File: src/include/mst_microstep_regs.svh
// register offsets, field ranges, reset values and timing counts
// assumes inclusion by name from the design files
`ifndef MST_MICROSTEP_REGS_SVH
`define MST_MICROSTEP_REGS_SVH

// register offsets on the 6-bit serial address
`define MST_ADDR_SYNC_PWM 6'h20
`define MST_ADDR_ALPHA_EXC 6'h22
`define MST_ADDR_AB_PEAK 6'h23
`define MST_ADDR_BETA_EXC 6'h27
`define MST_ADDR_CD_PEAK 6'h28
`define MST_ADDR_STATUS 6'h2F

// reset values
`define MST_RST_SYNC_PWM 16'h3C0A
`define MST_RST_EXCITE 16'h0003
`define MST_RST_PEAK 16'h0000

// field ranges inside the 16-bit words
`define MST_WAIT_FIELD 7:0
`define MST_DIV_FIELD 12:8
`define MST_RES_FIELD 14:13
`define MST_TRIM_FIELD 13:8
`define MST_PEAK_LO_FIELD 7:0
`define MST_PEAK_HI_FIELD 15:8

// timing: one wait unit is 8192 oscillator cycles, 303.4 us at 27 MHz
`define MST_WAIT_UNIT_CYC 8192
`define MST_CHOP_BASE 8
`define MST_QUAD_PHASE 9'h080

// serial frame: 8 address bits then 16 data bits, lsb first
`define MST_ADDR_BITS 5'h08
`define MST_FRAME_BITS 5'h18

`endif

File: src/include/mst_pkg.sv
// types shared by the timing and setup logic
// assumes the register header sits on the include path
package mst_pkg;
   // sequence phase of one frame, one-hot
   typedef enum logic [2:0]
   {
      MST_IDLE = 3'b001,
      MST_START = 3'b010,
      MST_EXCITE = 3'b100
   } mst_phase_t;

   // one serial register word
   typedef logic [15:0] mst_word_t;
endpackage

File: src/hdl/mst_wait_timer.sv
// wait timer counting a field value times a fixed unit of clock cycles
// assumes start and abort come from logic on the same clock
`timescale 1ns/10ps
`include "mst_microstep_regs.svh"

module mst_wait_timer #(
   parameter int UNIT_CYC = `MST_WAIT_UNIT_CYC
) (
   input wire logic clock_i,
   input wire logic rst_n_i,
   input wire logic start_i,
   input wire logic abort_i,
   input wire logic [7:0] field_i,
   output logic busy_o,
   output logic done_o
);
   localparam int CW = $clog2(255 * UNIT_CYC + 1);

   // refuse a unit the counter cannot hold
   if (UNIT_CYC < 1)
   begin : g_bad_unit
      $error("wait unit must be at least one cycle");
   end

   logic [CW-1:0] cnt; // remaining cycles minus one

   // load on start, count down, pulse done at the end
   always_ff @(posedge clock_i or negedge rst_n_i)
   begin
      if (!rst_n_i)
      begin
         cnt <= '0;
         busy_o <= 1'b0;
         done_o <= 1'b0;
      end
      else
      begin
         done_o <= 1'b0;
         if (abort_i)
         begin
            // abort wins, so a new frame never overlaps an excitation wait
            busy_o <= 1'b0;
         end
         else if (start_i)
         begin
            // a zero field never starts, so no done and no update
            busy_o <= (field_i != 8'h00);
            cnt <= CW'(int'(field_i) * UNIT_CYC - 1);
         end
         else if (busy_o)
         begin
            if (cnt == '0)
            begin
               busy_o <= 1'b0;
               done_o <= 1'b1;
            end
            else
            begin
               cnt <= cnt - 1'b1;
            end
         end
      end
   end
endmodule

File: src/hdl/mst_coil_chopper.sv
// pwm chopper for one coil driver at its peak duty
// assumes its settings change only at frame-aligned update points
`timescale 1ns/10ps
`include "mst_microstep_regs.svh"

module mst_coil_chopper (
   input wire logic clock_i,
   input wire logic rst_n_i,
   input wire logic enable_i,
   input wire logic [4:0] div_i,
   input wire logic [1:0] res_i,
   input wire logic [7:0] width_i,
   output logic pwm_o
);
   logic [4:0] eff_div; // divider with zero treated as one
   logic [10:0] period; // pwm period in clock cycles
   logic [10:0] on_cnt; // high time in clock cycles
   logic [10:0] cnt; // position inside the period

   // period and high time; zero divider acts as one
   always_comb
   begin
      eff_div = (div_i == 5'h00) ? 5'h01 : div_i;
      period = 11'(eff_div * `MST_CHOP_BASE) << res_i;
      on_cnt = 11'(width_i) << res_i;
   end

   // free running period counter; wraps early if the period shrinks
   always_ff @(posedge clock_i or negedge rst_n_i)
   begin
      if (!rst_n_i)
         cnt <= 11'h000;
      else if (cnt >= period - 11'h001)
         cnt <= 11'h000;
      else
         cnt <= cnt + 11'h001;
   end

   // duty above 100 percent saturates at full on
   always_ff @(posedge clock_i or negedge rst_n_i)
   begin
      if (!rst_n_i)
         pwm_o <= 1'b0;
      else
         pwm_o <= enable_i && (width_i != 8'h00) &&
            ((on_cnt >= period) || (cnt < on_cnt));
   end

   a_zero_width_off: assert property (
      @(posedge clock_i) disable iff (!rst_n_i)
      (width_i == 8'h00) |=> !pwm_o)
      else $error("zero peak width left the coil driven");

   a_over_full_on: assert property (
      @(posedge clock_i) disable iff (!rst_n_i)
      (enable_i && width_i != 8'h00 && on_cnt >= period) |=> pwm_o)
      else $error("duty above full scale was not held on");

   a_div_zero_one: assert property (
      @(posedge clock_i) disable iff (!rst_n_i)
      (div_i == 5'h00) |-> (period == (11'h008 << res_i)))
      else $error("zero divider did not act as one");
endmodule

File: src/hdl/mst_microstep_timing_setup.sv
// frame-synchronised setup and timing logic of a two-motor driver
// assumes serial pins and frame sync arrive asynchronously to clock_i
//
// Summary of operation
// - written data applies only after start wait
// - start wait counts from frame sync rise
// - excitation allowed once start wait falls
// - zero start wait blocks any update
// - start wait is field times 8192 cycles
// - each motor rotates after its excitation wait
// - excitation waits start at start wait end
// - zero excitation wait blocks that motor update
// - excitation wait is field times 8192 cycles
// - divider one to thirty-one sets pwm period
// - divider zero behaves like divider one
// - pwm period is divider, eight, resolution power
// - phase trim offsets coil difference from ninety
// - trim step is 360/512 degree, signed
// - peak width over divider times eight gives duty
// - zero peak width turns coil current off
// - two peak widths share each peak register
// - settings reapplied every frame once written
`timescale 1ns/10ps
`include "mst_microstep_regs.svh"

module mst_microstep_timing_setup #(
   parameter int UNIT_CYC = `MST_WAIT_UNIT_CYC
) (
   input wire logic clock_i,
   input wire logic rst_n_i,
   input wire logic serial_cs_i,
   input wire logic serial_clk_i,
   input wire logic serial_din_i,
   output logic serial_dout_o,
   output logic serial_dout_oe_o,
   input wire logic frame_sync_in_i,
   output logic [3:0] coil_pwm_o,
   output logic [8:0] alpha_phase_diff_o,
   output logic [8:0] beta_phase_diff_o,
   output logic frame_start_wait_o,
   output logic alpha_excite_wait_o,
   output logic beta_excite_wait_o,
   output logic alpha_run_o,
   output logic beta_run_o
);
   localparam int LW = $clog2(255 * UNIT_CYC + 1) + 1;

   // refuse a wait unit the timers cannot serve
   if (UNIT_CYC < 1)
   begin : g_bad_unit
      $error("wait unit must be at least one cycle");
   end

   // pin synchronisers: cs, clk, din, frame sync
   logic [3:0] sync_a; // first stage, read by sync_b only
   logic [3:0] sync_b; // second stage, safe to use
   logic [3:0] sync_c; // delayed copy for edge detection
   logic cs_on; // serial select active
   logic sclk_rise; // serial clock rising edge
   logic sclk_fall; // serial clock falling edge
   logic cs_fall; // end of a serial frame
   logic fs_rise; // frame sync rising edge

   // serial slave state
   logic [4:0] bit_cnt; // bits received in this frame
   logic [23:0] shift_in; // received bits, lsb first
   logic is_read; // frame is a read access
   logic [15:0] out_shift; // read data going out
   logic wr_stb; // one-cycle register write
   logic [5:0] wr_addr; // address of the write
   logic [15:0] wr_data; // data of the write

   // shadow registers written by the host
   mst_pkg::mst_word_t sync_pwm_reg;
   mst_pkg::mst_word_t alpha_exc_reg;
   mst_pkg::mst_word_t ab_peak_reg;
   mst_pkg::mst_word_t beta_exc_reg;
   mst_pkg::mst_word_t cd_peak_reg;

   // settings in effect on the outputs
   logic [4:0] act_div;
   logic [1:0] act_res;
   logic [5:0] act_alpha_trim;
   logic [5:0] act_beta_trim;
   logic [7:0] act_peak [4];

   // sequencing
   mst_pkg::mst_phase_t phase;
   mst_pkg::mst_phase_t next_phase;
   logic start_busy;
   logic start_done;
   logic alpha_busy;
   logic alpha_done;
   logic beta_busy;
   logic beta_done;

   // assertion helpers
   logic [LW-1:0] busy_len; // cycles the start wait has run
   logic [LW-1:0] want_len; // cycles it should run

   // sign-extend a trim code onto the ninety degree base
   function automatic logic [8:0] phase_diff(input logic [5:0] trim);
      phase_diff = `MST_QUAD_PHASE + {{3{trim[5]}}, trim};
   endfunction

   // two flops before use; third stage only for edges
   always_ff @(posedge clock_i or negedge rst_n_i)
   begin
      if (!rst_n_i)
      begin
         sync_a <= 4'h0;
         sync_b <= 4'h0;
         sync_c <= 4'h0;
      end
      else
      begin
         sync_a <= {frame_sync_in_i, serial_din_i, serial_clk_i, serial_cs_i};
         sync_b <= sync_a;
         sync_c <= sync_b;
      end
   end

   assign cs_on = sync_b[0];
   assign cs_fall = sync_c[0] & ~sync_b[0];
   assign sclk_rise = sync_b[1] & ~sync_c[1];
   assign sclk_fall = ~sync_b[1] & sync_c[1];
   assign fs_rise = sync_b[3] & ~sync_c[3];

   // shift in address then data while select is high
   always_ff @(posedge clock_i or negedge rst_n_i)
   begin
      if (!rst_n_i)
      begin
         bit_cnt <= 5'h00;
         shift_in <= 24'h000000;
      end
      else if (!cs_on)
         bit_cnt <= 5'h00;
      else if (sclk_rise && bit_cnt < `MST_FRAME_BITS)
      begin
         shift_in <= {sync_b[2], shift_in[23:1]};
         bit_cnt <= bit_cnt + 5'h01;
      end
   end

   // read side: load data after the address byte, shift on falling edge
   always_ff @(posedge clock_i or negedge rst_n_i)
   begin
      if (!rst_n_i)
      begin
         is_read <= 1'b0;
         out_shift <= 16'h0000;
         serial_dout_oe_o <= 1'b0;
      end
      else if (!cs_on)
      begin
         is_read <= 1'b0;
         serial_dout_oe_o <= 1'b0;
      end
      else if (bit_cnt == `MST_ADDR_BITS && !is_read && !serial_dout_oe_o)
      begin
         // address byte sits in the top of the shifter here
         is_read <= shift_in[22];
         serial_dout_oe_o <= shift_in[22];
         unique case (shift_in[21:16])
            `MST_ADDR_SYNC_PWM: out_shift <= sync_pwm_reg;
            `MST_ADDR_ALPHA_EXC: out_shift <= alpha_exc_reg;
            `MST_ADDR_AB_PEAK: out_shift <= ab_peak_reg;
            `MST_ADDR_BETA_EXC: out_shift <= beta_exc_reg;
            `MST_ADDR_CD_PEAK: out_shift <= cd_peak_reg;
            `MST_ADDR_STATUS: out_shift <= {10'h000, phase, alpha_busy,
                                            beta_busy, start_busy};
            default: out_shift <= 16'h0000; // unmapped reads as zero
         endcase
      end
      else if (is_read && sclk_fall)
         out_shift <= {1'b0, out_shift[15:1]};
   end

   assign serial_dout_o = out_shift[0];

   // full write frames commit when select drops; short frames are dropped
   always_ff @(posedge clock_i or negedge rst_n_i)
   begin
      if (!rst_n_i)
      begin
         wr_stb <= 1'b0;
         wr_addr <= 6'h00;
         wr_data <= 16'h0000;
      end
      else
      begin
         wr_stb <= cs_fall && bit_cnt == `MST_FRAME_BITS && !shift_in[6];
         wr_addr <= shift_in[5:0];
         wr_data <= shift_in[23:8];
      end
   end

   // shadow registers keep their value until rewritten
   always_ff @(posedge clock_i or negedge rst_n_i)
   begin
      if (!rst_n_i)
      begin
         sync_pwm_reg <= `MST_RST_SYNC_PWM;
         alpha_exc_reg <= `MST_RST_EXCITE;
         ab_peak_reg <= `MST_RST_PEAK;
         beta_exc_reg <= `MST_RST_EXCITE;
         cd_peak_reg <= `MST_RST_PEAK;
      end
      else if (wr_stb)
      begin
         // unused bits are kept zero so reads show them as zero
         unique case (wr_addr)
            `MST_ADDR_SYNC_PWM: sync_pwm_reg <= wr_data & 16'h7FFF;
            `MST_ADDR_ALPHA_EXC: alpha_exc_reg <= wr_data & 16'h3FFF;
            `MST_ADDR_AB_PEAK: ab_peak_reg <= wr_data;
            `MST_ADDR_BETA_EXC: beta_exc_reg <= wr_data & 16'h3FFF;
            `MST_ADDR_CD_PEAK: cd_peak_reg <= wr_data;
            default: ;
         endcase
      end
   end

   // start wait from each frame sync rise
   mst_wait_timer #(
      .UNIT_CYC(UNIT_CYC)
   ) u_start_wait (
      .clock_i(clock_i),
      .rst_n_i(rst_n_i),
      .start_i(fs_rise),
      .abort_i(1'b0),
      .field_i(sync_pwm_reg[`MST_WAIT_FIELD]),
      .busy_o(start_busy),
      .done_o(start_done)
   );

   // excitation waits start on the start wait falling edge
   mst_wait_timer #(
      .UNIT_CYC(UNIT_CYC)
   ) u_alpha_wait (
      .clock_i(clock_i),
      .rst_n_i(rst_n_i),
      .start_i(start_done),
      .abort_i(fs_rise),
      .field_i(alpha_exc_reg[`MST_WAIT_FIELD]),
      .busy_o(alpha_busy),
      .done_o(alpha_done)
   );

   mst_wait_timer #(
      .UNIT_CYC(UNIT_CYC)
   ) u_beta_wait (
      .clock_i(clock_i),
      .rst_n_i(rst_n_i),
      .start_i(start_done),
      .abort_i(fs_rise),
      .field_i(beta_exc_reg[`MST_WAIT_FIELD]),
      .busy_o(beta_busy),
      .done_o(beta_done)
   );

   // frame phase, shown in the status word
   always_comb
   begin
      next_phase = phase;
      unique case (phase)
         mst_pkg::MST_IDLE:
            if (fs_rise && sync_pwm_reg[`MST_WAIT_FIELD] != 8'h00)
               next_phase = mst_pkg::MST_START;
         mst_pkg::MST_START:
            if (start_done)
               next_phase = mst_pkg::MST_EXCITE;
         mst_pkg::MST_EXCITE:
            if (fs_rise && sync_pwm_reg[`MST_WAIT_FIELD] != 8'h00)
               next_phase = mst_pkg::MST_START;
            else if (!alpha_busy && !beta_busy && !start_done)
               next_phase = mst_pkg::MST_IDLE;
      endcase
   end

   always_ff @(posedge clock_i or negedge rst_n_i)
   begin
      if (!rst_n_i)
         phase <= mst_pkg::MST_IDLE;
      else
         phase <= next_phase;
   end

   // chop settings take effect at start wait end, again every frame
   always_ff @(posedge clock_i or negedge rst_n_i)
   begin
      if (!rst_n_i)
      begin
         act_div <= 5'(`MST_RST_SYNC_PWM >> 8);
         act_res <= 2'(`MST_RST_SYNC_PWM >> 13);
      end
      else if (start_done)
      begin
         act_div <= sync_pwm_reg[`MST_DIV_FIELD];
         act_res <= sync_pwm_reg[`MST_RES_FIELD];
      end
   end

   // per-motor data taken at the end of its own excitation wait
   always_ff @(posedge clock_i or negedge rst_n_i)
   begin
      if (!rst_n_i)
      begin
         act_alpha_trim <= 6'h00;
         act_beta_trim <= 6'h00;
         for (int i = 0; i < 4; i++)
            act_peak[i] <= 8'h00;
         alpha_run_o <= 1'b0;
         beta_run_o <= 1'b0;
      end
      else
      begin
         if (alpha_done)
         begin
            act_alpha_trim <= alpha_exc_reg[`MST_TRIM_FIELD];
            act_peak[0] <= ab_peak_reg[`MST_PEAK_LO_FIELD];
            act_peak[1] <= ab_peak_reg[`MST_PEAK_HI_FIELD];
            alpha_run_o <= 1'b1;
         end
         if (beta_done)
         begin
            act_beta_trim <= beta_exc_reg[`MST_TRIM_FIELD];
            act_peak[2] <= cd_peak_reg[`MST_PEAK_LO_FIELD];
            act_peak[3] <= cd_peak_reg[`MST_PEAK_HI_FIELD];
            beta_run_o <= 1'b1;
         end
      end
   end

   // registered indications and coil phase differences
   always_ff @(posedge clock_i or negedge rst_n_i)
   begin
      if (!rst_n_i)
      begin
         frame_start_wait_o <= 1'b0;
         alpha_excite_wait_o <= 1'b0;
         beta_excite_wait_o <= 1'b0;
         alpha_phase_diff_o <= `MST_QUAD_PHASE;
         beta_phase_diff_o <= `MST_QUAD_PHASE;
      end
      else
      begin
         frame_start_wait_o <= start_busy;
         alpha_excite_wait_o <= alpha_busy;
         beta_excite_wait_o <= beta_busy;
         alpha_phase_diff_o <= phase_diff(act_alpha_trim);
         beta_phase_diff_o <= phase_diff(act_beta_trim);
      end
   end

   // one chopper per coil driver, enabled once its motor runs
   for (genvar g = 0; g < 4; g++)
   begin : g_coil
      mst_coil_chopper u_chop (
         .clock_i(clock_i),
         .rst_n_i(rst_n_i),
         .enable_i((g < 2) ? alpha_run_o : beta_run_o),
         .div_i(act_div),
         .res_i(act_res),
         .width_i(act_peak[g]),
         .pwm_o(coil_pwm_o[g])
      );
   end

   // start wait length tracker for checking
   always_ff @(posedge clock_i or negedge rst_n_i)
   begin
      if (!rst_n_i)
      begin
         busy_len <= '0;
         want_len <= '0;
      end
      else
      begin
         busy_len <= fs_rise ? '0 : (start_busy ? busy_len + 1'b1 : '0);
         if (fs_rise)
            want_len <= LW'(int'(sync_pwm_reg[`MST_WAIT_FIELD]) * UNIT_CYC);
      end
   end

   a_update_after_wait: assert property (
      @(posedge clock_i) disable iff (!rst_n_i)
      ($changed(act_div) || $changed(act_res)) |-> $past(start_done))
      else $error("chop setting changed outside the wait end");

   a_start_on_sync: assert property (
      @(posedge clock_i) disable iff (!rst_n_i)
      (fs_rise && sync_pwm_reg[`MST_WAIT_FIELD] != 8'h00) |=> start_busy)
      else $error("start wait did not begin at frame sync");

   a_excite_gated: assert property (
      @(posedge clock_i) disable iff (!rst_n_i)
      (alpha_busy || beta_busy) |-> !start_busy)
      else $error("excitation wait ran during start wait");

   a_zero_no_update: assert property (
      @(posedge clock_i) disable iff (!rst_n_i)
      (fs_rise && sync_pwm_reg[`MST_WAIT_FIELD] == 8'h00) |=> !start_busy)
      else $error("zero start wait still started");

   a_wait_length: assert property (
      @(posedge clock_i) disable iff (!rst_n_i)
      start_done |-> (busy_len == want_len))
      else $error("start wait length wrong");

   a_excite_start: assert property (
      @(posedge clock_i) disable iff (!rst_n_i)
      (start_done && !fs_rise && alpha_exc_reg[`MST_WAIT_FIELD] != 8'h00) |=> alpha_busy)
      else $error("alpha excitation wait did not start");

   a_excite_zero: assert property (
      @(posedge clock_i) disable iff (!rst_n_i)
      (start_done && beta_exc_reg[`MST_WAIT_FIELD] == 8'h00) |=> !beta_busy [*2])
      else $error("zero beta excitation wait still started");

   a_run_after_excite: assert property (
      @(posedge clock_i) disable iff (!rst_n_i)
      $rose(alpha_run_o) |-> $past(alpha_done))
      else $error("alpha ran before its excitation wait ended");

   a_phase_offset: assert property (
      @(posedge clock_i) disable iff (!rst_n_i)
      (act_beta_trim == 6'h20) |=> (beta_phase_diff_o == 9'h060))
      else $error("most negative trim not applied");
endmodule

File: config.mk
export PLATFORM = sky130hd
export DESIGN_NAME = mst_microstep_timing_setup
export DESIGN_NICKNAME = d
export VERILOG_FILES = /design/src/include/mst_pkg.sv /design/src/hdl/mst_wait_timer.sv /design/src/hdl/mst_coil_chopper.sv /design/src/hdl/mst_microstep_timing_setup.sv
export VERILOG_INCLUDE_DIRS = /design/src /design/src/include
export SDC_FILE = /design/constraint.sdc
export NUM_CORES = 1
export LEC_CHECK = 0
export ABC_CLOCK_PERIOD_IN_PS = 7100
export BUFFER_PORTS_ARGS = -buffer_cell sky130_fd_sc_hd__buf_2
export CORE_ASPECT_RATIO = 1.25
export CORE_UTILIZATION = 55
export DETAILED_ROUTE_END_ITERATION = 6
export GPL_ROUTABILITY_DRIVEN = 0
export GPL_TIMING_DRIVEN = 0
export HOLD_SLACK_MARGIN = 0.12
export PLACE_DENSITY_LB_ADDON = 0.2
export RECOVER_POWER = 100
export SYNTH_ARGS = -nofsm -noshare
export SYNTH_HDL_FRONTEND = slang
export SYNTH_HIERARCHICAL = 1
export SYNTH_SLANG_ARGS = --single-unit
File: constraint.sdc
create_clock -name clock_i -period 7.1 [get_ports clock_i]
set_input_delay 0.71 -clock clock_i [delete_from_list [all_inputs] [get_ports clock_i]]
set_output_delay 0.71 -clock clock_i [all_outputs]
set_load 0.005 [all_outputs]
Word-level counts from Yosys, hierarchy flattened:

Cells that the tools add are included.

* bits in registers: 350
* latch bits: 0
* RAM bits: 0
* ROM bits: 0
* output and inout port bits: 29
* memories: 0

* add/subtract/negate cells: 14
* multiply operators: 0
* divide/modulo/power cells: 0
* order comparisons: 13
* equality and inequality tests: 24
* shifts and indexed selects: 5
* multiplexer cells: 48
* bitwise operators: 9
* reductions and logical operators: 52

Operators by type and width (number)
* 21-bit 2-to-1 mux: 9
* 21-bit by 1-bit subtractor with 21-bit output, second input constant: 6
* 16-bit case mux with 6 select lines: 1
* 11-bit >= comparator: 8
* 6-bit equality test, second input constant: 11
* 21-bit logical NOT: 3
* 8-bit nonzero test: 7
* 8-bit by 2-bit << shifter with 11-bit output: 5
* 11-bit by 1-bit adder with 11-bit output, second input constant: 4
* 11-bit < comparator: 4
* 11-bit 2-to-1 mux: 4
* 16-bit 2-to-1 mux: 2
* 1-bit 2-to-1 mux: 24
* 8-bit by 9-bit adder with 9-bit output, first input constant: 2
* 1-bit logical AND: 17
* 2-bit AND reduction: 8
* 5-bit 2-to-1 mux: 3
* 3-bit 2-to-1 mux: 4
* 11-bit by 1-bit subtractor with 11-bit output, second input constant: 1
* 3-bit case mux with 3 select lines: 1
* 3-bit AND reduction: 3
* 2-bit != test, second input constant: 4
* 2-bit nonzero test: 4
* 2-bit by 1-bit != test with 1-bit output, second input constant: 3
* 13 further kinds: 27

Depth between registers and ports, before layout:

Gate-level depths: netlist (run 1).

* word-level depth: 6
* mapped depth: 13
* mapped depth without buffers: 12

Modules after synthesis:

The synthesis (run 1) kept the hierarchy.

Modules (own cells, without submodules)
* mst_microstep_timing_setup: instances 1, cells each 650, area an instance 9171.3 um2, sequential area each 5726.7 um2
* mst_coil_chopper (g_coil[0].u_chop ...): instances 3, cells each 188, area an instance 1582.8 um2, sequential area each 300.3 um2
* mst_wait_timer: instances 3, cells each 181, area an instance 1526.5 um2, sequential area each 575.6 um2
* mst_coil_chopper (g_coil[2].u_chop): instances 1, cells each 190, area an instance 1581.5 um2, sequential area each 300.3 um2

Worst setup path after synthesis (run 1):

No wires, ideal clock.

* kind: register to register
* start point: reg act_res[1]
* end point: reg g_coil[0].u_chop.cnt[0]
* library setup time: 78 ps
* arrival: 2993 ps
* required time: 7022 ps
* slack: 4030 ps
* cell stages (with the launch flop): 10
* path buffers: 1
* clock period less this slack: 3070 ps
* cells stage by stage: dfrtp_1 > mux4_1 > a211oi_1 > o221a_2 > xor2_1 > ha_1 > a2111oi_0 > o21ai_0 > clkbuf_1 > a21oi_1

* longest elaborated chain between the ends: 4

RTL lines
* start: declaration: line mst_microstep_timing_setup.sv:82 `logic [1:0] act_res;`
* start signal: assignment: line mst_microstep_timing_setup.sv:295 `` act_res <= 2'(`MST_RST_SYNC_PWM >> 13); ``
* start signal: assignment: line mst_microstep_timing_setup.sv:300 `` act_res <= sync_pwm_reg[`MST_RES_FIELD]; ``
* 8-bit by 2-bit << shifter with 11-bit output: line mst_coil_chopper.sv:24 `` period = 11'(eff_div * `MST_CHOP_BASE) << res_i; ``
* 11-bit by 1-bit subtractor with 11-bit output: line mst_coil_chopper.sv:33 `else if (cnt >= period - 11'h001)`
* 11-bit >= comparator: line mst_coil_chopper.sv:33
* 11-bit 2-to-1 mux: line mst_coil_chopper.sv:33
* end signal: assignment: line mst_coil_chopper.sv:36 `cnt <= cnt + 11'h001;`
* end: declaration: line mst_coil_chopper.sv:18 `logic [10:0] cnt;`

Every way passes these cells.
A chain may end at the register's enable or synchronous reset.

Worst setup path in the final report (run 1):

* start point: reg act_res[0]
* end point: reg g_coil[2].u_chop.cnt[10]

* longest elaborated chain between the ends: 4

RTL lines (line)
* 8-bit by 2-bit << shifter with 11-bit output: mst_coil_chopper.sv:24
* 11-bit by 1-bit subtractor with 11-bit output: mst_coil_chopper.sv:33
* 11-bit >= comparator: mst_coil_chopper.sv:33
* 11-bit 2-to-1 mux: mst_coil_chopper.sv:33
* end signal: assignment: mst_coil_chopper.sv:36
* end: declaration: mst_coil_chopper.sv:18

Every way passes these cells.

==> impl_metrics.csv, run 1 <==
group,metric,value,unit
clocking,clock_latency,0.55,ns
grt,gr-total-overflow,0,
clocking,cts_buffer_depth,3,
place,post-place-ws,3.28,ns
final_layout,multi_input_area,10600,µm²
logic_synthesis,synth_top_cell_by_area,"dfrtp_1",
sta,relSlewSlack,-149,%
final_layout,nets,2151,
final_layout,nFillCells,2929,
grt,grt_pass1_wl,79.2,mm
final_layout,largest_reg_flops,44,
die,die_area,37300,µm²
logic_synthesis,synth_warnings,6,
logic_synthesis,synth_edf_count,0,
critical_path,cpPeakStageDelay,1.09,ns
critical_path,worst_setup_path_end_kind,"flop",
critical_path,critical_path_class,"reg -> reg",
clocking,cts_sinks,345,
die,fp-row-count,77,
logic_synthesis,ys_top_cells_by_count,"dfrtp_1, mux2_2, a21oi_1",
pwr,sw_frac_of_total,25.4,%
logic_synthesis,synthArstFlopShare,100,%
final_layout,drive_gt1_share,16.9,%
sta,finalHoldViolations,0,
logic_synthesis,synthCells,1947,
route,vias,15500,
pwr,power_frac_seq,47.1,%
logic_synthesis,synth_top_cell_area_share,40.9,%
job,drv_cap,1,
grt,track_usage,25.8,%
pwr,comb_power_share,7.7,%
grt,grt_pass1_vias,15500,
final_layout,regMostFlops,"g_coil.u_chop/cnt",
critical_path,crit_chain,"clkbuf_1 -> inv_1 -> o31a_1 -> o21ai_0 -> o2111a_1 -> xnor2_1 -> ha_1 -> a2111oi_0 -> o21ai_0 -> clkbuf_1 -> a21oi_1",
final_layout,finalInstanceArea,22100,µm²
logic_synthesis,ys_types,79,
route,drc,0,
place,post-dp-hpwl,34.2,mm
pwr,switching_power,1.15,mW
die,io_pins,35,
critical_path,startpoint_type,"flop",
pwr,ir_drop,0.193,mV
sta,period_minus_slack,4.38,ns
route,antenna_left,0,
clocking,cts_tree,"yes",
final_layout,syn_to_final_growth,10.2,%
sta,fmax,228,MHz
place,post_dp_cell_area,20900,µm²
route,drt_pass1_iterations,6,
outcome,violations,"capacitance limit, slew limit",
clocking,post-cts-setup-buffers,0,
critical_path,worstPathArrival,4.85,ns
sta,worst_pin_slew,3.74,ns
critical_path,crit_fanout,19,
die,die_h,216,µm
place,port_buffers,32,
critical_path,cp_slowest_cell,"dfstp_1",
sta,maxSlewViolCount,66,
grt,grt_max_degree,111,
clocking,htree_levels,2,
sta,finalSetupViolCount,0,
grt,antenna_found_initial,0,
pwr,power_density,204,nW/µm²
sta,fin_ws,2.72,ns
final_layout,antennaDiodeCount,0,
die,die_w,173,µm
die,initial_core_util,56.3,%
logic_synthesis,synthTopCellsByArea,"dfrtp_1, mux2_2, ha_1",
sta,rsz0062_at_grt,"false",
pwr,p_leak,10.1,nW
sta,finalCritPeriodShare,61.7,%
final_layout,top_regs,"g_coil.u_chop/cnt (44), act_peak (32), shift_in (24)",
logic_synthesis,synth_top_flop_cell,"dfrtp_1",
clocking,numCtsBuffers,37,
logic_synthesis,ys_ff_latch,345,
clocking,root_buffer,"clkbuf_16",
critical_path,crit_required,7.57,ns
final_layout,register_area,8650,µm²
logic_synthesis,yosysMostFrequentCell,"dfrtp_1",
logic_synthesis,yosysSeqAreaShare,43.1,%
route,first_iter_violations,985,
outcome,outcome,"finished with violations",
route,viasPerCell,6.11,
pwr,clkPwrFrac,45.1,%
logic_synthesis,syn_area,20100,µm²
route,finalWirelength,47.2,mm
die,core,35600,µm²
logic_synthesis,synth.avg_cell_area,10.3,µm²
clocking,clk_pin_slew,0.06,ns
hold_path,hp-class,"in -> reg",
route,wl_per_cell,18.7,µm
pwr,internal_power,3.37,mW
sta,clock_skew,0.0216,ns
area by class of cell:
cell class / instances / share of cell area, %
clock inverters: 21 / 1.35
multi-input cells: 1418 / 47.9
flip-flops and latches: 345 / 39.1
well taps: 474 / 2.68
repair buffers: 36 / 1.09
plain buffers: 91 / 1.72
inverters: 97 / 1.65
clock buffers: 47 / 4.45
final timing paths:
| check | cells after the start | slack (ns) | startpoint | to |
|---|---|---|---|---|
| min in group asynchronous | 2 | 2.00 | rst_n_i | g_coil[2].u_chop/cnt[2]$_DFF_PN0_ |
| max in group asynchronous | 4 | 2.87 | rst_n_i | alpha_exc_reg[1]$_DFFE_PN1P_ |
| worst min register to register | 0 | 0.35 | sync_a[3]$_DFF_PN0_ | sync_b[3]$_DFF_PN0_ |
| worst max register to register | 11 | 2.72 | act_res[0]$_DFFE_PN1P_ | g_coil[2].u_chop/cnt[10]$_DFF_PN0_ |
| worst min-delay path | 1 | 0.26 | serial_clk_i | sync_a[1]$_DFF_PN0_ |
| worst max-delay path | 11 | 2.72 | act_res[0]$_DFFE_PN1P_ | g_coil[2].u_chop/cnt[10]$_DFF_PN0_ |
timing repair:
item                                   4_1_cts  5_1_grt
resized for setup                            0        0
hold buffers                                 1        0
endpoints found under the hold margin        1        0
placed cells by master (no fill, tap or decap), drive strengths merged, types with 7 or more instances in the layout:
cell     synthesis  final
a31oi           52     52
mux2           179    179
a21o            12     12
nor4            44     44
o31a             7      7
mux2i           45     45
nor2            92     92
nand4           21     21
ha             119    119
o21ai           64     64
a21oi          141    141
clkinv           0     10
o22ai           14     14
nand3           73     73
nand2          115    115
xnor2           24     24
nor2b           17     17
dfstp           17     17
nand2b          11     11
a21boi          21     21
and2            24     24
a22oi           12     12
nor3b           10     10
inv             97     99
dfrtp          328    328
and3            17     17
or2             17     17
buf             36     44
a2111oi         23     23
xor2            49     49
o21a            24     24
a41oi            7      7
or3              9      9
nor3            52     52
clkbuf          55    129
a211oi          37     37
through the flow:
step / TNS [ns] / util [%] / power, mW / cells / hold WS [ns]
2_1_floorplan: 0 / - / 2.36 / 1951 / 0.331
3_3_place_gp: -360.04 / 58.5 / 2.49 / 2457 / 0.333
3_5_place_dp: 0 / 58.7 / 2.51 / 2460 / 0.336
4_1_cts: 0 / 62.4 / 4.56 / 2529 / 0.252
5_1_grt: 0 / 62.1 / 4.69 / 2529 / 0.251
6_report: 0 / 62.1 / 4.52 / 2529 / 0.263
worst max-delay path: cells and delay by family, from the launching register on:
kind            cells  cell delay [ns]
compound gates      6             1.91
xor+xnor            1             0.15
fa+ha+maj           1             0.26
buf+inv             3             0.89
flops               1             1.09
metal layers:
layer | wire length, µm | vias up | share of wire (%) | GRT usage, %
li1 | - | 7376 | - | -
met3 | 1590 | 108 | 3.4 | 2.98
met2 | 24000 | 331 | 51 | 45.7
met4 | 1570 | 0 | 3.3 | 9.76
met1 | 20000 | 7644 | 42 | 32.3
met5 | 0 | - | 0 | 0
cells by family after synthesis:
logic type | after synthesis | share of synthesized area [%]
simple gates | 528 | 14.3
flops | 345 | 43.1
buf+inv | 188 | 3.88
xor+xnor | 73 | 3.18
compound gates | 466 | 15.5
fa+ha+maj | 119 | 7.41
other cells | 1 | 0.0187
mux | 227 | 12.7
power groups by stage:
| stage | combinational, mW | clock (mW) | sequential, mW |
|---|---|---|---|
| 2_1_floorplan | 0.239 | 0 | 2.12 |
| 3_3_place_gp | 0.335 | 0 | 2.16 |
| 3_5_place_dp | 0.347 | 0 | 2.16 |
| 4_1_cts | 0.351 | 2.08 | 2.13 |
| 5_1_grt | 0.387 | 2.16 | 2.14 |
| 6_report | 0.350 | 2.04 | 2.13 |
No activity file was read; power rests on OpenSTA's default activity.
==> inputs of run 2 (changes only) <==
--- a/config.mk
+++ b/config.mk
@@ -6,7 +6,8 @@
 export SDC_FILE = /design/constraint.sdc
 export NUM_CORES = 1
 export LEC_CHECK = 0
-export ABC_CLOCK_PERIOD_IN_PS = 7100
+export ABC_AREA = 1
+export ABC_CLOCK_PERIOD_IN_PS = 4400
 export BUFFER_PORTS_ARGS = -buffer_cell sky130_fd_sc_hd__buf_2
 export CORE_ASPECT_RATIO = 1.25
 export CORE_UTILIZATION = 55
==> constraint.sdc (replaced) <==
create_clock -name clock_i -period 4.4 [get_ports clock_i]
set_input_delay 0.44 -clock clock_i [delete_from_list [all_inputs] [get_ports clock_i]]
set_output_delay 0.44 -clock clock_i [all_outputs]
set_load 0.005 [all_outputs]
==> run 2 against run 1 <==
Against the previous run:
- the flow still finishes with violations (capacitance limit, slew limit)
- clock power grew 61%
- clock skew shrank 0.011 ns
- final area grew 4.9%
- utilization shrank 1.2 points
- count of clock-buffer cells in the layout grew 7
- cell count grew 36%
==> impl_metrics.csv, run 2 <==
group,metric,value,unit
outcome,outcome,"finished with violations",
outcome,violations,"capacitance limit, slew limit",
logic_synthesis,synthCells,2828,
clocking,cts_tree,"yes",
die,io_pins,35,
final_layout,largest_reg_flops,44,
logic_synthesis,synthArstFlopShare,100,%
logic_synthesis,yosysMostFrequentCell,"nand2_1",
sta,rsz0062_at_grt,"false",
pwr,power_frac_seq,46.7,%
route,finalWirelength,52.1,mm
clocking,cts_buffer_depth,3,
die,die_w,178,µm
sta,relSlewSlack,-62.9,%
final_layout,regMostFlops,"g_coil.u_chop/cnt",
final_layout,nFillCells,3479,
sta,finalCritPeriodShare,84.0,%
route,drt_pass1_iterations,6,
logic_synthesis,ys_ff_latch,345,
place,post-dp-hpwl,39.3,mm
pwr,clkPwrFrac,41.6,%
route,wl_met1,21.9,mm
critical_path,path_buf_inv,2,
sta,period_minus_slack,3.70,ns
pwr,comb_power_share,11.6,%
route,drc,0,
critical_path,startpoint_type,"flop",
logic_synthesis,synth.avg_cell_area,7.51,µm²
place,dp_cells,3358,
route,dr_wl_met3,2.14,mm
final_layout,antennaDiodeCount,0,
critical_path,cp_slowest_cell,"dfstp_1",
die,die_h,222,µm
clocking,cts_sinks,345,
sta,fin_ws,0.704,ns
clocking,clk_pin_slew,0.06,ns
route,first_iter_violations,1261,
clocking,numCtsBuffers,38,
job,drv_cap,1,
logic_synthesis,synth_top_family_by_area,"simple AND/OR/NAND/NOR gates",
pwr,p_leak,11.5,nW
critical_path,worst_setup_path_end_kind,"flop",
logic_synthesis,ys_types,48,
final_layout,multi_input_area,10700,µm²
route,wl_per_cell,15.2,µm
route,viasPerCell,5.41,
final_layout,final_common_cell,"nand2_1",
clocking,cts_resized,0,
grt,track_usage,27.0,%
critical_path,critical_path_class,"reg -> reg",
sta,clock_skew,0.0111,ns
critical_path,crit_required,4.82,ns
die,die_area,39400,µm²
logic_synthesis,synth_compound_area_share,8.51,%
grt,grt_pass1_wl,86.0,mm
die,initial_core_util,55.7,%
final_layout,register_area,8650,µm²
critical_path,worstPathArrival,4.11,ns
pwr,total_power,7.90,mW
logic_synthesis,syn_area,21300,µm²
final_layout,nets,3036,
grt,grt_max_degree,99,
logic_synthesis,ys_top_cells_by_count,"nand2_1, dfrtp_1, inv_1",
critical_path,cpPeakStageDelay,0.82,ns
grt,antenna_found_initial,0,
route,routed.top_layer,"met4",
sta,fmax,271,MHz
logic_synthesis,synth_warnings,6,
route,antenna_left,0,
final_layout,finalInstanceArea,23200,µm²
critical_path,cpMostUsedCell,"nand3_1",
clocking,clock_latency,0.55,ns
place,port_buffers,32,
logic_synthesis,synth-xor-area-share,2.14,%
logic_synthesis,synth_edf_count,0,
logic_synthesis,yosys.area_share.simple,32.2,%
place,post-place-ws,1.16,ns
sta,finalSetupViolCount,0,
logic_synthesis,yosysSeqAreaShare,40.7,%
logic_synthesis,synth_top_cell_area_share,38.6,%
critical_path,cp_top_family,"simple AND/OR/NAND/NOR gates",
critical_path,crit_chain,"clkbuf_1 -> nand3_1 -> nand3_1 -> ha_1 -> nand3_1 -> nor3_1 -> nor2_1 -> ha_1 -> nand2_1 -> nor2_1 -> nand3_1 -> nand4_1 -> clkbuf_1 -> nor2_1",
route,met2WireLength,25.8,mm
sta,worst_pin_slew,2.44,ns
logic_synthesis,synth_top_flop_cell,"dfrtp_1",
sta,finalHoldViolations,0,
sta,maxSlewViolCount,93,
pwr,power_density,340,nW/µm²
logic_synthesis,synth_top_cell_by_area,"dfrtp_1",
critical_path,crit_fanout,10,
hold_path,hp-class,"reg -> reg",
final_layout,top_regs,"g_coil.u_chop/cnt (44), act_peak (32), shift_in (24)",
grt,grt_pass1_vias,17900,
clocking,root_buffer,"clkbuf_16",
logic_synthesis,synthTopCellsByArea,"dfrtp_1, nand2_1, ha_1",
pwr,switching_power,2.21,mW
clocking,post-cts-setup-buffers,0,
pwr,ir_drop,0.306,mV
die,core,38100,µm²
place,post_dp_cell_area,22100,µm²
final_layout,final_cells,3431,
logic_synthesis,muxShareOfSynthArea,0.848,%
die,fp-row-count,80,
final_layout,drive_gt1_share,9.70,%
pwr,internal_power,5.69,mW
final_layout,final_cell_mix,"nand2_1, dfrtp_1, inv_1",
route,vias,18600,
logic_synthesis,yosys.area_share.adder,7.01,%
final_layout,syn_to_final_growth,9.24,%
clocking,htree_levels,2,
grt,gr-total-overflow,0,
pwr,sw_frac_of_total,27.9,%
-- run 2: changes by cell type after synthesis, sizes merged, moves of 40 or more --
cell,change
a21oi,-40
a31oi,-48
inv,+234
mux2,-163
mux2i,-45
nand2,+745
nand3,+176
nor2,+228
o21ai,+144
-- run 2: metrics by stage --
stage               setup TNS [ns]  hold slack, ns  utilization [%]
floorplan                        0           0.144                -
global placement          -1227.82           0.334             57.8
detailed placement               0           0.339             58.0
CTS                              0           0.351             61.5
global route                     0           0.357             60.9
finish                           0           0.349             60.9
-- run 2: timing repair --
action                                  CTS  global route
endpoints found under the setup margin    0             0
hold buffers                              5             0
endpoints found under the hold margin    65             0
-- run 2: kinds of logic (layout without fill, tap and decap cells) --
group / Yosys count / after routing
AND/OR/NAND/NOR: 1536 / 1536
AO/OA/AOI/OAI: 340 / 340
buffers and inverters: 419 / 527
other: 1 / 4
multiplexers: 16 / 16
flip-flops: 345 / 345
adder cells (fa/ha/maj): 119 / 119
XOR/XNOR: 52 / 52
-- run 2: final cells by class --
class                      count  share of cell area [%]
buffer                        88                    1.95
clock buffer                  54                    4.66
clock inverter                14                   0.873
inverter                     331                    5.37
multi-input combinational   2067                    46.1
sequential                   345                    37.3
tap                          492                    2.65
timing repair buffer          40                    1.14
-- run 2: path summary, 6_finish.rpt --
| check | startpoint | to | slack (ns) | cells after the start |
|---|---|---|---|---|
| max | act_res[0]$_DFFE_PN1P_ | g_coil[3].u_chop/cnt[8]$_DFF_PN0_ | 0.70 | 14 |
| min | sync_a[3]$_DFF_PN0_ | sync_b[3]$_DFF_PN0_ | 0.35 | 0 |
| max reg2reg | act_res[0]$_DFFE_PN1P_ | g_coil[3].u_chop/cnt[8]$_DFF_PN0_ | 0.70 | 14 |
| min reg2reg | sync_a[3]$_DFF_PN0_ | sync_b[3]$_DFF_PN0_ | 0.35 | 0 |
| max in group asynchronous | rst_n_i | u_start_wait/cnt[14]$_DFFE_PN0P_ | 1.26 | 3 |
| min in group asynchronous | rst_n_i | g_coil[3].u_chop/cnt[8]$_DFF_PN0_ | 0.40 | 2 |
-- run 2: power by group through the flow --
stage	combinational [mW]	clock [mW]	sequential (mW)
finish	0.919	3.29	3.69
global route	1.04	3.47	3.73
global placement	0.883	0	3.73
CTS	0.934	3.35	3.69
floorplan	0.655	0	3.67
detailed placement	0.927	0	3.74
-- run 2: routing by layer --
metal	vias up	GRT usage, %
met5	-	0
met4	0	12.4
met3	139	3.19
met2	430	46.9
met1	8752	33.1
li1	9236	-
